File: config.mk
export PLATFORM = sky130hd
export DESIGN_NAME = jrxlc_top
export DESIGN_NICKNAME = d
export VERILOG_FILES = /design/src/rtl/jrxlc_pkg.sv /design/src/rtl/jrxlc_top.sv
export SDC_FILE = /design/constraint.sdc
export NUM_CORES = 1
export LEC_CHECK = 0
export BUFFER_PORTS_ARGS = -buffer_cell sky130_fd_sc_hd__buf_2
export CAP_MARGIN = 10
export CORE_MARGIN = 2
export CORE_UTILIZATION = 40
export CTS_CLUSTER_DIAMETER = 60
export DETAILED_ROUTE_END_ITERATION = 16
export PLACE_DENSITY = 0.61
export SLEW_MARGIN = 20
export SYNTH_ARGS = -nofsm -noshare
export SYNTH_HDL_FRONTEND = slang
export SYNTH_SLANG_ARGS = --single-unit
File: constraint.sdc
create_clock -name core_clk -period 2.4 [get_ports core_clk]
set_input_delay 0.24 -clock core_clk [delete_from_list [all_inputs] [get_ports core_clk]]
set_output_delay 0.24 -clock core_clk [all_outputs]
set_load 0.01 [all_outputs]
File: src/rtl/jrxlc_pkg.sv
// Package for the receive link control register bank
package jrxlc_pkg;
    localparam logic [11:0] ADDR_LANE_PLL_DIV = 12'h289;
    localparam logic [11:0] ADDR_TERM_CAL = 12'h2a7;
    localparam logic [11:0] ADDR_GEN_CTRL_A = 12'h300;
    localparam logic [11:0] ADDR_GEN_CTRL_B = 12'h301;
    localparam logic [11:0] ADDR_LATENCY0 = 12'h302;
    localparam logic [11:0] ADDR_MF_OFFSET0 = 12'h304;
    localparam logic [11:0] ADDR_READOUT0 = 12'h306;
    localparam logic [11:0] ADDR_SUM_A = 12'h40e;
    localparam logic [11:0] ADDR_SUM_B = 12'h41e;
    localparam logic [11:0] ADDR_SUM_C = 12'h426;
    localparam logic [11:0] ADDR_PACK_FIRST = 12'h450;
    localparam logic [11:0] ADDR_PACK_LAST = 12'h45c;
    localparam int PACK_COUNT = 13;
    localparam int CHECKSUM_MODE_BIT = 6;
    localparam int LINK_EN_BIT = 0;
    localparam logic [1:0] DIV_BY4 = 2'h0;
    localparam logic [1:0] DIV_BY2 = 2'h1;
    localparam logic [1:0] DIV_BY1 = 2'h2;
    localparam logic [2:0] SYNC_CLASS0 = 3'h0;
    localparam logic [2:0] SYNC_CLASS1 = 3'h1;
    localparam logic [7:0] RST_PLL_DIV = 8'hfc;
    localparam logic [7:0] RST_TERM_CAL = 8'h00;
    localparam logic [7:0] RST_CTRL_A = 8'h00;
    localparam logic [7:0] RST_CTRL_B = 8'h01;
    localparam logic [4:0] RST_MF_OFFSET = 5'h00;
    localparam logic [4:0] RST_READOUT = 5'h06;
    localparam logic [4:0] READOUT_MAX = 5'h0a;

    typedef struct packed {
        logic wr;
        logic rd;
        logic [11:0] addr;
        logic [7:0] wdata;
    } jrxlc_req_s;
endpackage

File: src/rtl/jrxlc_top.sv
// Receive link control: registers, ref divider, cal trigger, checksum, multiframe delay
`timescale 1ns/100ps
// Functional notes
// - Divider code 01 halves the lane PLL reference clock.
// - Divider code 10 passes the reference clock undivided.
// - Code 00 divides by four; software keeps divided reference 35 to 80 MHz.
// - Only a rising edge of the termination cal bit starts calibration.
// - Local parameter checksum is placed in the computed-sum registers.
// - Checksum mode 0 sums individual link configuration fields.
// - Checksum mode 1 sums packed configuration bytes modulo 256.
// - Read-only latency field reports word cycles from rx multiframe to last boundary.
// - Rx multiframe clock is local multiframe clock delayed by programmed offset.
module jrxlc_top
    import jrxlc_pkg::*;
(
    // Clock and reset
    input wire logic core_clk,
    input wire logic rst_n,
    // Register port
    input wire jrxlc_req_s reg_req,
    output logic [7:0] reg_rdata,
    output logic reg_rvalid,
    // Reference clock
    input wire logic ref_clk_in,
    output logic ref_clk_div,
    // Packed link configuration bytes and individual field sum
    input wire logic [8*PACK_COUNT-1:0] packed_cfg,
    input wire logic [7:0] field_sum,
    // Multiframe timing (frame clock tick and word clock tick on core_clk)
    input wire logic frame_tick,
    input wire logic word_tick,
    input wire logic local_mf,
    input wire logic last_boundary,
    output logic rx_mf,
    // Link controls
    output logic term_cal_start,
    output logic link_enable,
    output logic sync_class1,
    output logic [4:0] readout_delay_buffer
);
    logic [7:0] div_q, div_d, term_q, term_d, ctla_q, ctla_d, ctlb_q, ctlb_d;
    logic [4:0] mfo_q, mfo_d, rob_q, rob_d, lat_q, lat_d, latcnt_q, latcnt_d;
    logic [7:0] rdata_q, rdata_d, sum_q, sum_d;
    logic rvalid_q, rvalid_d, cal_q, cal_d;
    logic [2:0] ref_sync_q;
    logic [1:0] refdiv_q, refdiv_d;
    logic refout_q, refout_d;
    logic [4:0] dly_q, dly_d;
    logic dly_run_q, dly_run_d, rxmf_q, rxmf_d, cnt_run_q, cnt_run_d;
    logic [7:0] pack_sum;
    logic unit_tick;
    logic ref_lvl_q, ref_lvl_d, ref_chg;
    logic cls1_q, cls1_d;

    function automatic logic [7:0] byte_sum(input logic [8*PACK_COUNT-1:0] b);
        logic [7:0] s;
        s = 8'h00;
        for (int i = 0; i < PACK_COUNT; i++)
        begin
            s = s + b[8*i +: 8];
        end
        return s;
    endfunction

    // Register writes and readback
    always_comb
    begin
        div_d = div_q;
        term_d = term_q;
        ctla_d = ctla_q;
        ctlb_d = ctlb_q;
        mfo_d = mfo_q;
        rob_d = rob_q;
        rvalid_d = reg_req.rd;
        rdata_d = rdata_q;
        if (reg_req.wr)
        begin
            case (reg_req.addr)
                ADDR_LANE_PLL_DIV: div_d = reg_req.wdata;
                ADDR_TERM_CAL: term_d = {7'h00, reg_req.wdata[0]};
                ADDR_GEN_CTRL_A: ctla_d = {1'b0, reg_req.wdata[CHECKSUM_MODE_BIT], 5'h00, reg_req.wdata[LINK_EN_BIT]};
                ADDR_GEN_CTRL_B: ctlb_d = reg_req.wdata;
                ADDR_MF_OFFSET0: mfo_d = reg_req.wdata[4:0];
                // Clamp protects the buffer from an illegal depth
                ADDR_READOUT0: rob_d = (reg_req.wdata[4:0] > READOUT_MAX) ? READOUT_MAX : reg_req.wdata[4:0];
                default: ;
            endcase
        end
        if (reg_req.rd)
        begin
            case (reg_req.addr)
                ADDR_LANE_PLL_DIV: rdata_d = div_q;
                ADDR_TERM_CAL: rdata_d = term_q;
                ADDR_GEN_CTRL_A: rdata_d = ctla_q;
                ADDR_GEN_CTRL_B: rdata_d = ctlb_q;
                ADDR_LATENCY0: rdata_d = {3'h0, lat_q};
                ADDR_MF_OFFSET0: rdata_d = {3'h0, mfo_q};
                ADDR_READOUT0: rdata_d = {3'h0, rob_q};
                ADDR_SUM_A, ADDR_SUM_B, ADDR_SUM_C: rdata_d = sum_q;
                default: rdata_d = 8'h00;
            endcase
        end
        // Registered decode keeps the class output straight off a flop
        cls1_d = (ctlb_d[2:0] == SYNC_CLASS1);
    end

    always_ff @(posedge core_clk or negedge rst_n)
    begin
        if (!rst_n)
        begin
            div_q <= RST_PLL_DIV;
            term_q <= RST_TERM_CAL;
            ctla_q <= RST_CTRL_A;
            ctlb_q <= RST_CTRL_B;
            cls1_q <= (RST_CTRL_B[2:0] == SYNC_CLASS1);
            mfo_q <= RST_MF_OFFSET;
            rob_q <= RST_READOUT;
            rdata_q <= 8'h00;
            rvalid_q <= 1'b0;
        end
        else
        begin
            div_q <= div_d;
            term_q <= term_d;
            ctla_q <= ctla_d;
            ctlb_q <= ctlb_d;
            cls1_q <= cls1_d;
            mfo_q <= mfo_d;
            rob_q <= rob_d;
            rdata_q <= rdata_d;
            rvalid_q <= rvalid_d;
        end
    end

    // Checksum, cal edge, latency counter, reference divider, multiframe delay
    assign pack_sum = byte_sum(packed_cfg);
    // A reference change counts only once stages two and three agree, which filters glitches
    assign ref_chg = (ref_sync_q[1] == ref_sync_q[2]) && (ref_sync_q[2] != ref_lvl_q);
    assign unit_tick = (ctlb_q[2:0] == SYNC_CLASS1) ? frame_tick : word_tick;

    always_comb
    begin
        sum_d = ctla_q[CHECKSUM_MODE_BIT] ? pack_sum : field_sum;
        cal_d = term_d[0] & ~term_q[0];
        // Latency: word cycles from rx multiframe to the first boundary after it
        latcnt_d = latcnt_q;
        cnt_run_d = cnt_run_q;
        lat_d = lat_q;
        if (rxmf_q)
        begin
            latcnt_d = 5'h00;
            cnt_run_d = 1'b1;
        end
        else if (cnt_run_q && last_boundary)
        begin
            lat_d = latcnt_q;
            cnt_run_d = 1'b0;
        end
        else if (cnt_run_q && word_tick && latcnt_q != 5'h1f)
        begin
            latcnt_d = latcnt_q + 5'h01;
        end
        // Reference clock sampled on core_clk; divider counts rising edges of the sampled reference
        refdiv_d = refdiv_q;
        refout_d = refout_q;
        ref_lvl_d = ref_lvl_q;
        if (ref_chg)
        begin
            ref_lvl_d = ref_sync_q[2];
            case (div_q[1:0])
                DIV_BY2: refout_d = ref_sync_q[2] ? ~refout_q : refout_q;
                DIV_BY1: refout_d = ref_sync_q[2];
                default:
                begin
                    if (ref_sync_q[2])
                    begin
                        refdiv_d = refdiv_q + 2'h1;
                        if (refdiv_q[0])
                        begin
                            refout_d = ~refout_q;
                        end
                    end
                end
            endcase
        end
        // Delay line: rx multiframe follows local one after mfo units
        dly_d = dly_q;
        dly_run_d = dly_run_q;
        rxmf_d = 1'b0;
        if (local_mf)
        begin
            if (mfo_q == 5'h00)
            begin
                rxmf_d = 1'b1;
            end
            else
            begin
                dly_d = mfo_q;
                dly_run_d = 1'b1;
            end
        end
        else if (dly_run_q && unit_tick)
        begin
            dly_d = dly_q - 5'h01;
            if (dly_q == 5'h01)
            begin
                rxmf_d = 1'b1;
                dly_run_d = 1'b0;
            end
        end
    end

    always_ff @(posedge core_clk or negedge rst_n)
    begin
        if (!rst_n)
        begin
            sum_q <= 8'h00;
            cal_q <= 1'b0;
            lat_q <= 5'h00;
            latcnt_q <= 5'h00;
            cnt_run_q <= 1'b0;
            ref_sync_q <= 3'h0;
            ref_lvl_q <= 1'b0;
            refdiv_q <= 2'h0;
            refout_q <= 1'b0;
            dly_q <= 5'h00;
            dly_run_q <= 1'b0;
            rxmf_q <= 1'b0;
        end
        else
        begin
            sum_q <= sum_d;
            cal_q <= cal_d;
            lat_q <= lat_d;
            latcnt_q <= latcnt_d;
            cnt_run_q <= cnt_run_d;
            ref_sync_q <= {ref_sync_q[1:0], ref_clk_in};
            ref_lvl_q <= ref_lvl_d;
            refdiv_q <= refdiv_d;
            refout_q <= refout_d;
            dly_q <= dly_d;
            dly_run_q <= dly_run_d;
            rxmf_q <= rxmf_d;
        end
    end

    assign reg_rdata = rdata_q;
    assign reg_rvalid = rvalid_q;
    assign ref_clk_div = refout_q;
    assign term_cal_start = cal_q;
    assign link_enable = ctla_q[LINK_EN_BIT];
    assign sync_class1 = cls1_q;
    assign rx_mf = rxmf_q;
    assign readout_delay_buffer = rob_q;

    AST_CAL_EDGE: assert property (@(posedge core_clk) disable iff (!rst_n)
        term_cal_start |-> $past(term_q[0]) == 1'b0 && term_q[0])
        else $error("cal start without rising edge");
    AST_CAL_LEVEL: assert property (@(posedge core_clk) disable iff (!rst_n)
        term_q[0] && $past(term_q[0]) |-> !term_cal_start)
        else $error("cal start on steady level");
    AST_CAL_ONE: assert property (@(posedge core_clk) disable iff (!rst_n)
        term_cal_start |=> !term_cal_start)
        else $error("cal start longer than one cycle");
    AST_SUM_MODE1: assert property (@(posedge core_clk) disable iff (!rst_n)
        ctla_q[CHECKSUM_MODE_BIT] && $stable(packed_cfg) && $stable(ctla_q) |=> sum_q == $past(pack_sum))
        else $error("packed checksum wrong");
    AST_SUM_MODE0: assert property (@(posedge core_clk) disable iff (!rst_n)
        !ctla_q[CHECKSUM_MODE_BIT] |=> sum_q == $past(field_sum))
        else $error("field checksum wrong");
    AST_SUM_READ: assert property (@(posedge core_clk) disable iff (!rst_n)
        reg_req.rd && reg_req.addr == ADDR_SUM_A |=> reg_rvalid && reg_rdata == $past(sum_q))
        else $error("checksum readback wrong");
    AST_MF_ZERO: assert property (@(posedge core_clk) disable iff (!rst_n)
        local_mf && mfo_q == 5'h00 |=> rx_mf)
        else $error("zero offset multiframe late");
    AST_MF_IDLE: assert property (@(posedge core_clk) disable iff (!rst_n)
        !local_mf && !dly_run_q |=> !rx_mf)
        else $error("multiframe without local one");
    AST_LAT_RO: assert property (@(posedge core_clk) disable iff (!rst_n)
        !(cnt_run_q && last_boundary) |=> $stable(lat_q))
        else $error("latency changed without boundary");
    AST_ROB_MAX: assert property (@(posedge core_clk) disable iff (!rst_n)
        readout_delay_buffer <= READOUT_MAX)
        else $error("readout delay above limit");
    AST_CLASS: assert property (@(posedge core_clk) disable iff (!rst_n)
        sync_class1 == (ctlb_q[2:0] == SYNC_CLASS1))
        else $error("sync class decode wrong");
    AST_DIV1: assert property (@(posedge core_clk) disable iff (!rst_n)
        div_q[1:0] == DIV_BY1 && $stable(div_q) && ref_chg |=> ref_clk_div == $past(ref_sync_q[2]))
        else $error("undivided ref wrong");
    AST_DIV2: assert property (@(posedge core_clk) disable iff (!rst_n)
        div_q[1:0] == DIV_BY2 && ref_chg && ref_sync_q[2] |=> ref_clk_div != $past(ref_clk_div))
        else $error("half ref did not toggle");
    AST_DIV4: assert property (@(posedge core_clk) disable iff (!rst_n)
        div_q[1:0] == DIV_BY4 && ref_chg && ref_sync_q[2] && !refdiv_q[0] |=> $stable(ref_clk_div))
        else $error("quarter ref toggled early");
    COV_CAL: cover property (@(posedge core_clk) disable iff (!rst_n) term_cal_start);
    COV_MF: cover property (@(posedge core_clk) disable iff (!rst_n) local_mf && mfo_q != 5'h00 ##[1:200] rx_mf);
    COV_LAT: cover property (@(posedge core_clk) disable iff (!rst_n) cnt_run_q && last_boundary);
    COV_MODE1: cover property (@(posedge core_clk) disable iff (!rst_n) ctla_q[CHECKSUM_MODE_BIT]);
    COV_CLASS0: cover property (@(posedge core_clk) disable iff (!rst_n) !sync_class1 && local_mf && mfo_q != 5'h00);
endmodule // jrxlc_top

==> After elaboration in Yosys (flattened, before gate mapping) <==
Cells that the tools add are included.
{ "word_totals": {"ram_bits": 0, "regBits": 73, "memories": 0, "input_bits": 141, "latch_bits": 0, "mem_bits_ro": 0, "out_inout_bits": 19} }
{ "op_classes": {"shifts": 0, "n_eq_ne": 21, "n_bitwise": 5, "reduce_logical": 25, "n_div": 0, "muxes": 28, "magnitude_cmp": 1, "mul": 0, "n_addsub": 15} }
{ "op_table": {"columns": ["cell", "n"], "rows": [
  ["adder 8 bit", 12],
  ["== test 12 x 10 -> 1 bit, second input constant", 7],
  ["one-hot mux 8 bit (8 select lines)", 1],
  ["== test 12 x 11 -> 1 bit, second input constant", 3],
  ["2-to-1 mux 5 bit", 7],
  ["2-to-1 mux 1 bit", 16],
  ["AND reduction 2 bit", 8],
  ["nonzero test 2 bit", 5],
  ["2-to-1 mux 8 bit", 1],
  ["== test 3 x 1 -> 1 bit, second input constant", 2],
  ["2-to-1 mux 3 bit", 2],
  ["!= test 2 bit, second input constant", 3],
  ["AND reduction 3 bit", 2],
  ["adder 5 x 1 -> 5 bit, second input constant", 1],
  ["== test 5 x 1 -> 1 bit, second input constant", 1],
  ["greater-than comparator 5 x 4 -> 1 bit, second input constant", 1],
  ["logical AND 1 bit", 5],
  ["zero test 5 bit", 1],
  ["!= test 5 bit, second input constant", 1],
  ["subtractor 5 x 1 -> 5 bit, second input constant", 1],
  ["inverter 1 bit", 4],
  ["AND reduction 4 bit", 1],
  ["nonzero test 3 bit", 1],
  ["OR reduction 3 bit", 1],
  ["other kinds (8)", 8]
]} }

==> Depth between registers and ports, before layout <==
Gate-level depths: netlist (run 1).
{ "depth": {"ltp_word": 13, "depth_mapped": 18, "ltp_nobuf": 18} }

==> Worst setup path after synthesis (run 1) <==
Ideal clock, no wire load.
{ "synth_path": {"path_type": "input to register", "start": "input port packed_cfg[2]", "end": "register sum_q[6]", "setup_time_ns": 0.125, "stages": 16, "setup_slack_ns": -1.903, "n_path_buf": 0, "arrival_time_ns": 4.179, "cell_sequence": "inv_1 fa_1 inv_1 fa_1 fa_1 fa_1 inv_1 fa_1 inv_1 ha_1 fa_1 a21oi_1 nor2_1 nor2_1 xnor2_1 mux2_2"} }
{ "synth_via": {"elab_chain_cells": 13} }
{ "synth_lines": {"columns": ["element", "line", "source"], "rows": [
  ["from (decl)", "jrxlc_top.sv:27", "input wire logic [8*PACK_COUNT-1:0] packed_cfg,"],
  ["adder 8 bit (12 in series)", "jrxlc_top.sv:60", "s = s + b[8*i +: 8];"],
  ["2-to-1 mux 8 bit", "jrxlc_top.sv:143", "sum_d = ctla_q[CHECKSUM_MODE_BIT] ? pack_sum : field_sum;"],
  ["net sum_d[6]", "jrxlc_top.sv:43", "logic [7:0] rdata_q, rdata_d, sum_q, sum_d;"],
  ["to (signal assigned)", "jrxlc_top.sv:232", "sum_q <= sum_d;"],
  ["to (decl)", "jrxlc_top.sv:43", null]
]} }
The timed path passes the listed nets, and every way through them passes these cells.
A chain may end at the register's enable or synchronous reset.

==> Worst setup path after layout (run 1) <==
{ "layout_path": {"start": "input port packed_cfg[50]", "end": "register sum_q[6]"} }
{ "layout_via": {"elab_chain_cells": 8} }
{ "layout_lines": {"columns": ["element", "line"], "rows": [
  ["adder 8 bit (7 in series)", "jrxlc_top.sv:60"],
  ["2-to-1 mux 8 bit", "jrxlc_top.sv:143"],
  ["net sum_d[6]", "jrxlc_top.sv:43"]
]} }
The timed path passes the listed nets, and every way through them passes these cells.

==> PnR_summary.wiki, run 1 <==
{| class="wikitable"
! Metric !! Value
|-
| Total of flip-flops plus latches after synthesis || 72
|-
| Actual transition at the worst max-transition pin || 0.520 ns
|-
| Outcome || finished, violations left
|-
| Count of endpoints failing setup in the final report || 7
|-
| Gr usage total || 17.8%
|-
| Slowest Stage Delay on Critical Path || 0.52 ns
|-
| Minimum clock period || 3.94 ns
|-
| Die Height || 123 um
|-
| Worst setup margin || -1.54 ns
|-
| Filler cell count || 1,250
|-
| Number of cells in the finished layout apart from fillers || 893
|-
| Rows || 43
|-
| Combined flip-flop and latch cell area || 1810 sq um
|-
| Most frequent cell on the critical path || fa_1
|-
| Peak VDD IR || 1.19 mV
|-
| Netlist cell types || 59
|-
| Multi-input gate area in the final layout || 3410 sq um
|-
| Number of hold-slack violations in the final timing report || 0
|-
| Yosys top cell area share || 27.2%
|-
| Total vias in the final route || 4,289
|-
| Cell with the most instances after synthesis || inv_1
|-
| Maximum frequency from static timing analysis || 254 MHz
|-
| Fraction of final layout cells with drive strength greater than 1 || 37.2%
|-
| Category of the most critical setup path || in -> reg
|-
| Crit-path max FO || 2
|-
| Number of antenna violations at the first check in global routing || 1
|-
| Clock tree from TritonCTS || done
|-
| Wire length of the first global-routing pass || 21.3 mm
|-
| Final weighted congestion in routability-driven placement || 0.831
|-
| Overflow after GRT || 0
|-
| Worst Clk Skew || 0.00603 ns
|-
| Post-DP HPWL || 10.3 mm
|-
| Count of flip-flops with a built-in enable after synthesis || 0
|-
| Vias in the first global route || 4,745
|-
| Worst-path clk slew || 0.06 ns
|-
| Synthesized net count || 760
|-
| Warning count from the yosys run || 0
|-
| Max-capacitance violation count || 0
|-
| Depth of the CTS H-tree || 3
|-
| Async set or reset register ratio after synthesis || 100%
|-
| Effective utilization at floorplan || 41.1%
|-
| Number of cells after detailed placement || 872
|-
| Number of nets with antenna violations after routing || 0
|-
| Worst slew margin || 65.4%
|-
| Post-route DRC violation count || 0
|-
| Data required time of the worst path || 2.62 ns
|-
| Root Driver || clkbuf_16
|-
| Area of the die || 15,200 sq um
|-
| Inserted Clock Buffers || 9
|-
| Cell types with the highest counts after synthesis || inv_1 (133), fa_1 (69), dfrtp_1 (62)
|-
| Violation count after the first detailed-routing iteration || 207
|-
| Power, Total || 7640 uW
|-
| Kind of end point of the critical path || register
|-
| Drt first pass iters || 5
|-
| Kind of start point of the critical path || input pin
|-
| Cell area power density || 1060 nW/um^2
|-
| Average detailed-routed wire length per instance || 14.0 um
|-
| Portion of the post-synthesis area used by sequential elements || 31.8%
|-
| Class of the tightest hold or removal check || in -> reg
|-
| Crit path DAT || 4.16 ns
|-
| Number of sinks on the clock net || 72
|-
| Area growth from synthesis to layout || 26.9%
|-
| Core area || 13,900 sq um
|-
| Failing checks || negative setup slack
|-
| Final-report max-slew violation count || 0
|-
| Cell type with the highest aggregate area in the netlist || dfrtp_1
|-
| Dpl ws || -2.02 ns
|-
| Mean number of vias per cell || 4.80
|-
| Leakage Power || 0.00374 uW
|-
| Count of mapped cells out of synthesis || 533
|-
| Maximum number of pins on one net before global-route repair || 73
|-
| Die Span X || 123 um
|-
| Critical path buffer and inverter count || 5
|-
| Critical path's slowest cell || fa_1
|-
| Avg Cell Area, Syn || 10.7 sq um
|-
| Total length of routed wires || 12.5 mm
|-
| Dominant synthesized flop cell || dfrtp_1
|-
| Number of buffers on the longest clock path || 2
|-
| Port Buf Inserts || 159
|-
| Final net count || 934
|-
| Leading cell types by total area after synthesis || dfrtp_1 (27%), fa_1 (24%), inv_1 (8.8%)
|-
| Top-level I/O count || 160
|-
| Period utilization || 164%
|-
| Series of cell instances along the critical path || buf_6 > fa_1 > inv_1 > fa_1 > inv_2 > fa_1 > fa_1 > inv_1 > fa_1 > inv_2 > ha_4 > fa_2 > a21oi_2 > nor2_1 > nor2_1 > xnor2_1 > mux2_4
|-
| Mapped Area || 5700 sq um
|-
| Insertion delay of the later-clocked pin in the worst-skew pair || 0.33 ns
|-
| Cell family contributing the most delay on the critical path || adder cells
|-
| Unrepaired setup endpoints after global routing || yes
|}
==> state kept, by name, indices dropped and copies added, names as in the netlist, 2 cells and up <==
register              count
ref_sync_q                3
ctlb_q                    8
div_q                     8
latcnt_q                  5
readout_delay_buffer      5
lat_q                     5
dly_q                     5
sum_q                     8
reg_rdata                 8
ctla_q                    2
mfo_q                     5
==> power breakdown <==
group	total [uW]	switching, uW	internal (uW)	leakage (uW)
clock network	1390	541	847	0.000154
registers	1310	39.5	1270	0.000918
logic	4940	2270	2670	0.00267
==> metrics by stage <==
step	area, sq um	hold slack (ns)	setup TNS (ns)	utilization, %
floorplan	5760	-0.0556	-8.96	-
global placement	6830	0.302	-10.67	49.2
detailed placement	6830	0.299	-11.05	49.2
CTS	7200	0.00780	-8.29	51.9
global route	7240	0.131	-9.04	52.1
finish	7240	0.131	-8.15	52.1
==> repair_timing <==
action	in CTS	in global routing
resized for setup	10	5
endpoints found under the setup margin	7	7
pin swaps	12	4
hold buffers	1	1
buffers inserted	2	0
endpoints found under the hold margin	62	1
==> placed cells by master, fill, tap and decap left out, drive strengths merged, types with 4 or more instances in the layout <==
| master | instances |
|---|---|
| a21boi | 4 |
| nand2 | 23 |
| dfstp | 10 |
| fa | 69 |
| nor3 | 5 |
| mux2 | 39 |
| xnor2 | 24 |
| o22ai | 9 |
| ha | 17 |
| buf | 174 |
| mux2i | 8 |
| a222oi | 4 |
| o21ai | 18 |
| nor2 | 26 |
| inv | 136 |
| clkbuf | 10 |
| a21oi | 15 |
| nor3b | 5 |
| xor2 | 5 |
| dfrtp | 62 |
==> kinds of logic after synthesis <==
group	after synthesis	synth area share, %
AOI/OAI and AO/OA	67	7.59
xor gates and xnor gates	30	4.85
adders and majority gates	87	28.1
buffers and inverters	146	9.83
DFF	72	31.8
muxes	47	9.23
and+or+nand+nor	84	8.58
==> cell type report <==
cell class / count / share of cell area, %
well taps: 180 / 3.11
clock inverters: 6 / 1.02
flip-flops and latches: 72 / 25.1
repair buffers: 176 / 13.4
multi-input cells: 315 / 47.2
inverters: 133 / 6.90
clock buffers: 10 / 3.30
diodes: 1 / 0.0346
==> worst paths after layout <==
| path | from | end | slack (ns) | cells past startpoint |
|---|---|---|---|---|
| worst max-delay path | packed_cfg[50] | sum_q[6] | -1.54 | 17 |
| worst min-delay path | field_sum[5] | sum_q[5] | 0.13 | 2 |
| worst max register to register | ctlb_q[0] | dly_q[4] | 0.26 | 6 |
| worst min register to register | ref_sync_q[0] | ref_sync_q[1] | 0.36 | 0 |
| max in group asynchronous | rst_n | div_q[6] | 1.59 | 3 |
| min in group asynchronous | rst_n | term_cal_start | 0.45 | 3 |
==> layer usage <==
layer	vias up	part of all wire, %	track usage (%)
met2	121	52	32.7
met3	15	5.9	4.20
met1	2107	40	20.8
met5	-	0.10	0
met4	2	1.6	4.69
li1	2044	-	-
No activity file was read; power rests on OpenSTA's default activity.
==> inputs of run 2 (changes only) <==
--- a/config.mk
+++ b/config.mk
@@ -5,13 +5,15 @@
 export SDC_FILE = /design/constraint.sdc
 export NUM_CORES = 1
 export LEC_CHECK = 0
+export ABC_AREA = 1
 export BUFFER_PORTS_ARGS = -buffer_cell sky130_fd_sc_hd__buf_2
 export CAP_MARGIN = 10
 export CORE_MARGIN = 2
 export CORE_UTILIZATION = 40
 export CTS_CLUSTER_DIAMETER = 60
 export DETAILED_ROUTE_END_ITERATION = 16
-export PLACE_DENSITY = 0.61
+export PLACE_DENSITY = 0.6
+export SKIP_CTS_REPAIR_TIMING = 1
 export SLEW_MARGIN = 20
 export SYNTH_ARGS = -nofsm -noshare
 export SYNTH_HDL_FRONTEND = slang
==> run 2 against run 1 <==
- the flow still finishes with violations (negative setup slack)
- critical path type unchanged
- synthesized cell count is 43% higher
- hold slack worse by 0.11 ns
- area after synthesis is 7.5% higher
- worst setup slack better by 0.11 ns
- largest cell class unchanged
==> PnR_summary.wiki, run 2 <==
{| class="wikitable"
! Metric !! Value
|-
| Outcome || finished, violations left
|-
| Failing checks || negative setup slack
|-
| Multi-input gate area in the final layout || 3640 sq um (+6.6%)
|-
| Combined flip-flop and latch cell area || 1810 sq um (unchanged)
|-
| Number of nets with antenna violations after routing || 0 (unchanged)
|-
| Count of mapped cells out of synthesis || 764 (+43%)
|-
| Netlist cell types || 43 (-27%)
|-
| Worst slew margin || 54.8% (-11 points)
|-
| Cell with the most instances after synthesis || inv_1
|-
| Worst setup margin || -1.42 ns (+0.111 ns)
|-
| Seq pwr share || 14.9% (-2.2 points)
|-
| Crit-path max FO || 2 (unchanged)
|-
| Async set or reset register ratio after synthesis || 100% (unchanged)
|-
| Number of antenna violations at the first check in global routing || 3 (+2)
|-
| Share of power burned in combinational logic || 71.1% (+6.4 points)
|-
| Top-level I/O count || 160 (unchanged)
|-
| Series of cell instances along the critical path || buf_2 > inv_1 > fa_1 > inv_2 > fa_1 > fa_1 > fa_1 > inv_2 > fa_1 > inv_2 > buf_6 > fa_2 > nand2_2 > nand2_2 > a21oi_2 > xor2_1 > o21ai_1
|-
| Port Buf Inserts || 159 (unchanged)
|-
| Peak VDD IR || 1.04 mV (-12%)
|-
| Die Span X || 128 um (+3.5%)
|-
| Area growth from synthesis to layout || 26.5%
|-
| Category of the most critical setup path || in -> reg
|-
| Data required time of the worst path || 2.61 ns (about the same)
|-
| Die Height || 128 um (+3.5%)
|-
| Switching part of the total power || 42.1% (+4.8 points)
|-
| Rows || 45 (+4.7%)
|-
| Kind of end point of the critical path || register
|-
| Cell area power density || 1190 nW/um^2 (+13%)
|-
| Post-route core utilization || 51.4% (-0.74 points)
|-
| Filler cell count || 1,503 (+20%)
|-
| Area of the die || 16,300 sq um (+7.2%)
|-
| Slowest Stage Delay on Critical Path || 0.55 ns (+0.03 ns)
|-
| Maximum frequency from static timing analysis || 261 MHz (+2.9%)
|-
| Synthesized net count || 991 (+30%)
|-
| Class of the tightest hold or removal check || in -> reg
|-
| Commonest cells after routing, fill and taps aside || inv_1 (188), nand2_1 (154), buf_2 (153), fa_1 (67), dfrtp_1 (62)
|-
| Violation count after the first detailed-routing iteration || 300 (+45%)
|-
| Number of buffers on the longest clock path || 2 (unchanged)
|-
| Crit path DAT || 4.04 ns (-0.12 ns)
|-
| Portion of the post-synthesis area used by sequential elements || 29.6% (-2.2 points)
|-
| Insertion delay of the later-clocked pin in the worst-skew pair || 0.33 ns (about the same)
|-
| Minimum clock period || 3.82 ns (-0.111 ns)
|-
| Total length of routed wires || 13.9 mm (+11%)
|-
| Total vias in the final route || 5,222 (+22%)
|-
| Warning count from the yosys run || 0 (unchanged)
|-
| Leading cell types by total area after synthesis || dfrtp_1 (25%), fa_1 (23%), inv_1 (13%)
|-
| Kind of start point of the critical path || input pin
|-
| Yosys top cell area share || 25.3% (-1.9 points)
|-
| Fraction of final layout cells with drive strength greater than 1 || 28.8% (-8.4 points)
|-
| Mapped Area || 6130 sq um (+7.5%)
|-
| Unrepaired setup endpoints after global routing || yes
|-
| Number of sinks on the clock net || 72 (unchanged)
|-
| Number of hold-slack violations in the final timing report || 0 (unchanged)
|-
| Cell family contributing the most delay on the critical path || adder cells
|-
| Root Driver || clkbuf_16
|-
| Maximum number of pins on one net before global-route repair || 38 (-48%)
|-
| Clock tree from TritonCTS || done
|-
| Critical path buffer and inverter count || 6 (+1)
|-
| Wire length of the first global-routing pass || 23.8 mm (+12%)
|-
| Gr usage total || 18.3% (+0.47 points)
|-
| Cell type with the highest aggregate area in the netlist || dfrtp_1
|-
| Most frequent cell on the critical path || fa_1
|-
| Drt first pass iters || 5 (unchanged)
|-
| Net switching power figure || 3890 uW (+37%)
|-
| Effective utilization at floorplan || 40.6% (-0.47 points)
|-
| Final net count || 1,168 (+25%)
|-
| Clock share of power || 14.0% (-4.2 points)
|-
| Internal power || 5350 uW (+12%)
|-
| Cell types with the highest counts after synthesis || inv_1 (208), nand2_1 (160), fa_1 (69)
|-
| Count of flip-flops with a built-in enable after synthesis || 0 (unchanged)
|-
| Worst-path clk slew || 0.06 ns (about the same)
|-
| Leakage Power || 0.00422 uW (+13%)
|-
| Core area || 15,100 sq um (+8.7%)
|-
| Avg Cell Area, Syn || 8.02 sq um (-25%)
|-
| Count of endpoints failing setup in the final report || 7 (unchanged)
|-
| Period utilization || 159% (-4.6 points)
|-
| Post-DP HPWL || 11.9 mm (+16%)
|-
| Setup Total Neg Slack || -7.26 ns (+0.893 ns)
|-
| Actual transition at the worst max-transition pin || 0.677 ns (+0.158 ns)
|-
| Commonest non-fill, non-tap cell in the layout || inv_1
|-
| Worst Clk Skew || 0.00466 ns (-0.00137 ns)
|-
| Post-route DRC violation count || 0 (unchanged)
|-
| Inserted Clock Buffers || 9 (unchanged)
|-
| Vias in the first global route || 5,238 (+10%)
|-
| Average detailed-routed wire length per instance || 12.2 um (-13%)
|-
| Dominant synthesized flop cell || dfrtp_1
|-
| Mean number of vias per cell || 4.60 (-4.3%)
|-
| Total of flip-flops plus latches after synthesis || 72 (unchanged)
|-
| Max-capacitance violation count || 0 (unchanged)
|-
| Critical path's slowest cell || fa_1
|-
| Final weighted congestion in routability-driven placement || 0.921 (+11%)
|-
| Final-report max-slew violation count || 0 (unchanged)
|-
| Overflow after GRT || 0 (unchanged)
|-
| Depth of the CTS H-tree || 3 (unchanged)
|}
## run 2: logic make-up after synthesis
group	count (synthesis)	share of synthesized area [%]
adder cells (fa/ha/maj)	86	26.0
buffers and inverters	222	14.0
multiplexers	1	0.184
AND/OR/NAND/NOR	284	20.4
AO/OA/AOI/OAI	87	8.14
XOR/XNOR	12	1.71
flip-flops	72	29.6
## run 2: cell type report
class	count	area share, %
Tap cell	188	3.03
Sequential cell	72	23.4
Timing Repair Buffer	174	12.4
Clock buffer	9	2.90
Inverter	214	10.5
Multi-Input combinational cell	470	46.9
Antenna cell	3	0.0968
Clock inverter	6	0.790
## run 2: power by group through the flow
| stage | Clock [uW] | Sequential, uW | Combinational, uW |
|---|---|---|---|
| 5_1_grt | 1370 | 1390 | 7470 |
| 2_1_floorplan | 0 | 1390 | 3750 |
| 3_3_place_gp | 0 | 1400 | 5290 |
| 3_5_place_dp | 0 | 1400 | 5350 |
| 4_1_cts | 1320 | 1380 | 5380 |
| 6_report | 1290 | 1380 | 6570 |
## run 2: worst register-to-register path: cells and delay by family (launching register included)
family,cells,cell delay (ns)
AO/OA/AOI/OAI,3,0.41
flip-flops,1,0.38
buffers and inverters,1,0.07
AND/OR/NAND/NOR,3,0.51
adder cells (fa/ha/maj),2,0.40
## run 2: worst paths after layout
path	startpoint	to	slack, ns	cells past startpoint
min in group asynchronous	rst_n	cnt_run_q	0.40	2
max reg2reg	latcnt_q[0]	latcnt_q[3]	0.57	9
min reg2reg	ref_sync_q[0]	ref_sync_q[1]	0.35	0
max in group asynchronous	rst_n	div_q[6]	1.38	3
min	ref_clk_in	ref_sync_q[0]	0.02	1
max	packed_cfg[19]	sum_q[6]	-1.42	17
## run 2: metal layers
metal  up-vias  share of wire, %  global-route usage (%)
met4         2               1.5                    4.85
li1       2653                 -                       -
met3        19               6.5                    4.09
met5         -             0.079                       0
met1      2392                41                    21.9
met2       156                51                    33.2
## run 2: through the flow
stage,total power (uW),cells,worst slack [ns],hold WS [ns],cell area [sq um]
finish,9240,1136,-1.42,0.0176,7760
global route,10200,1134,-1.61,0.0107,7750
CTS,8070,1131,-1.51,-0.124,7580
detailed placement,6750,1116,-1.86,0.232,7290
global placement,6690,1116,-1.83,0.226,7290
floorplan,5140,764,-1.62,-0.0556,6210
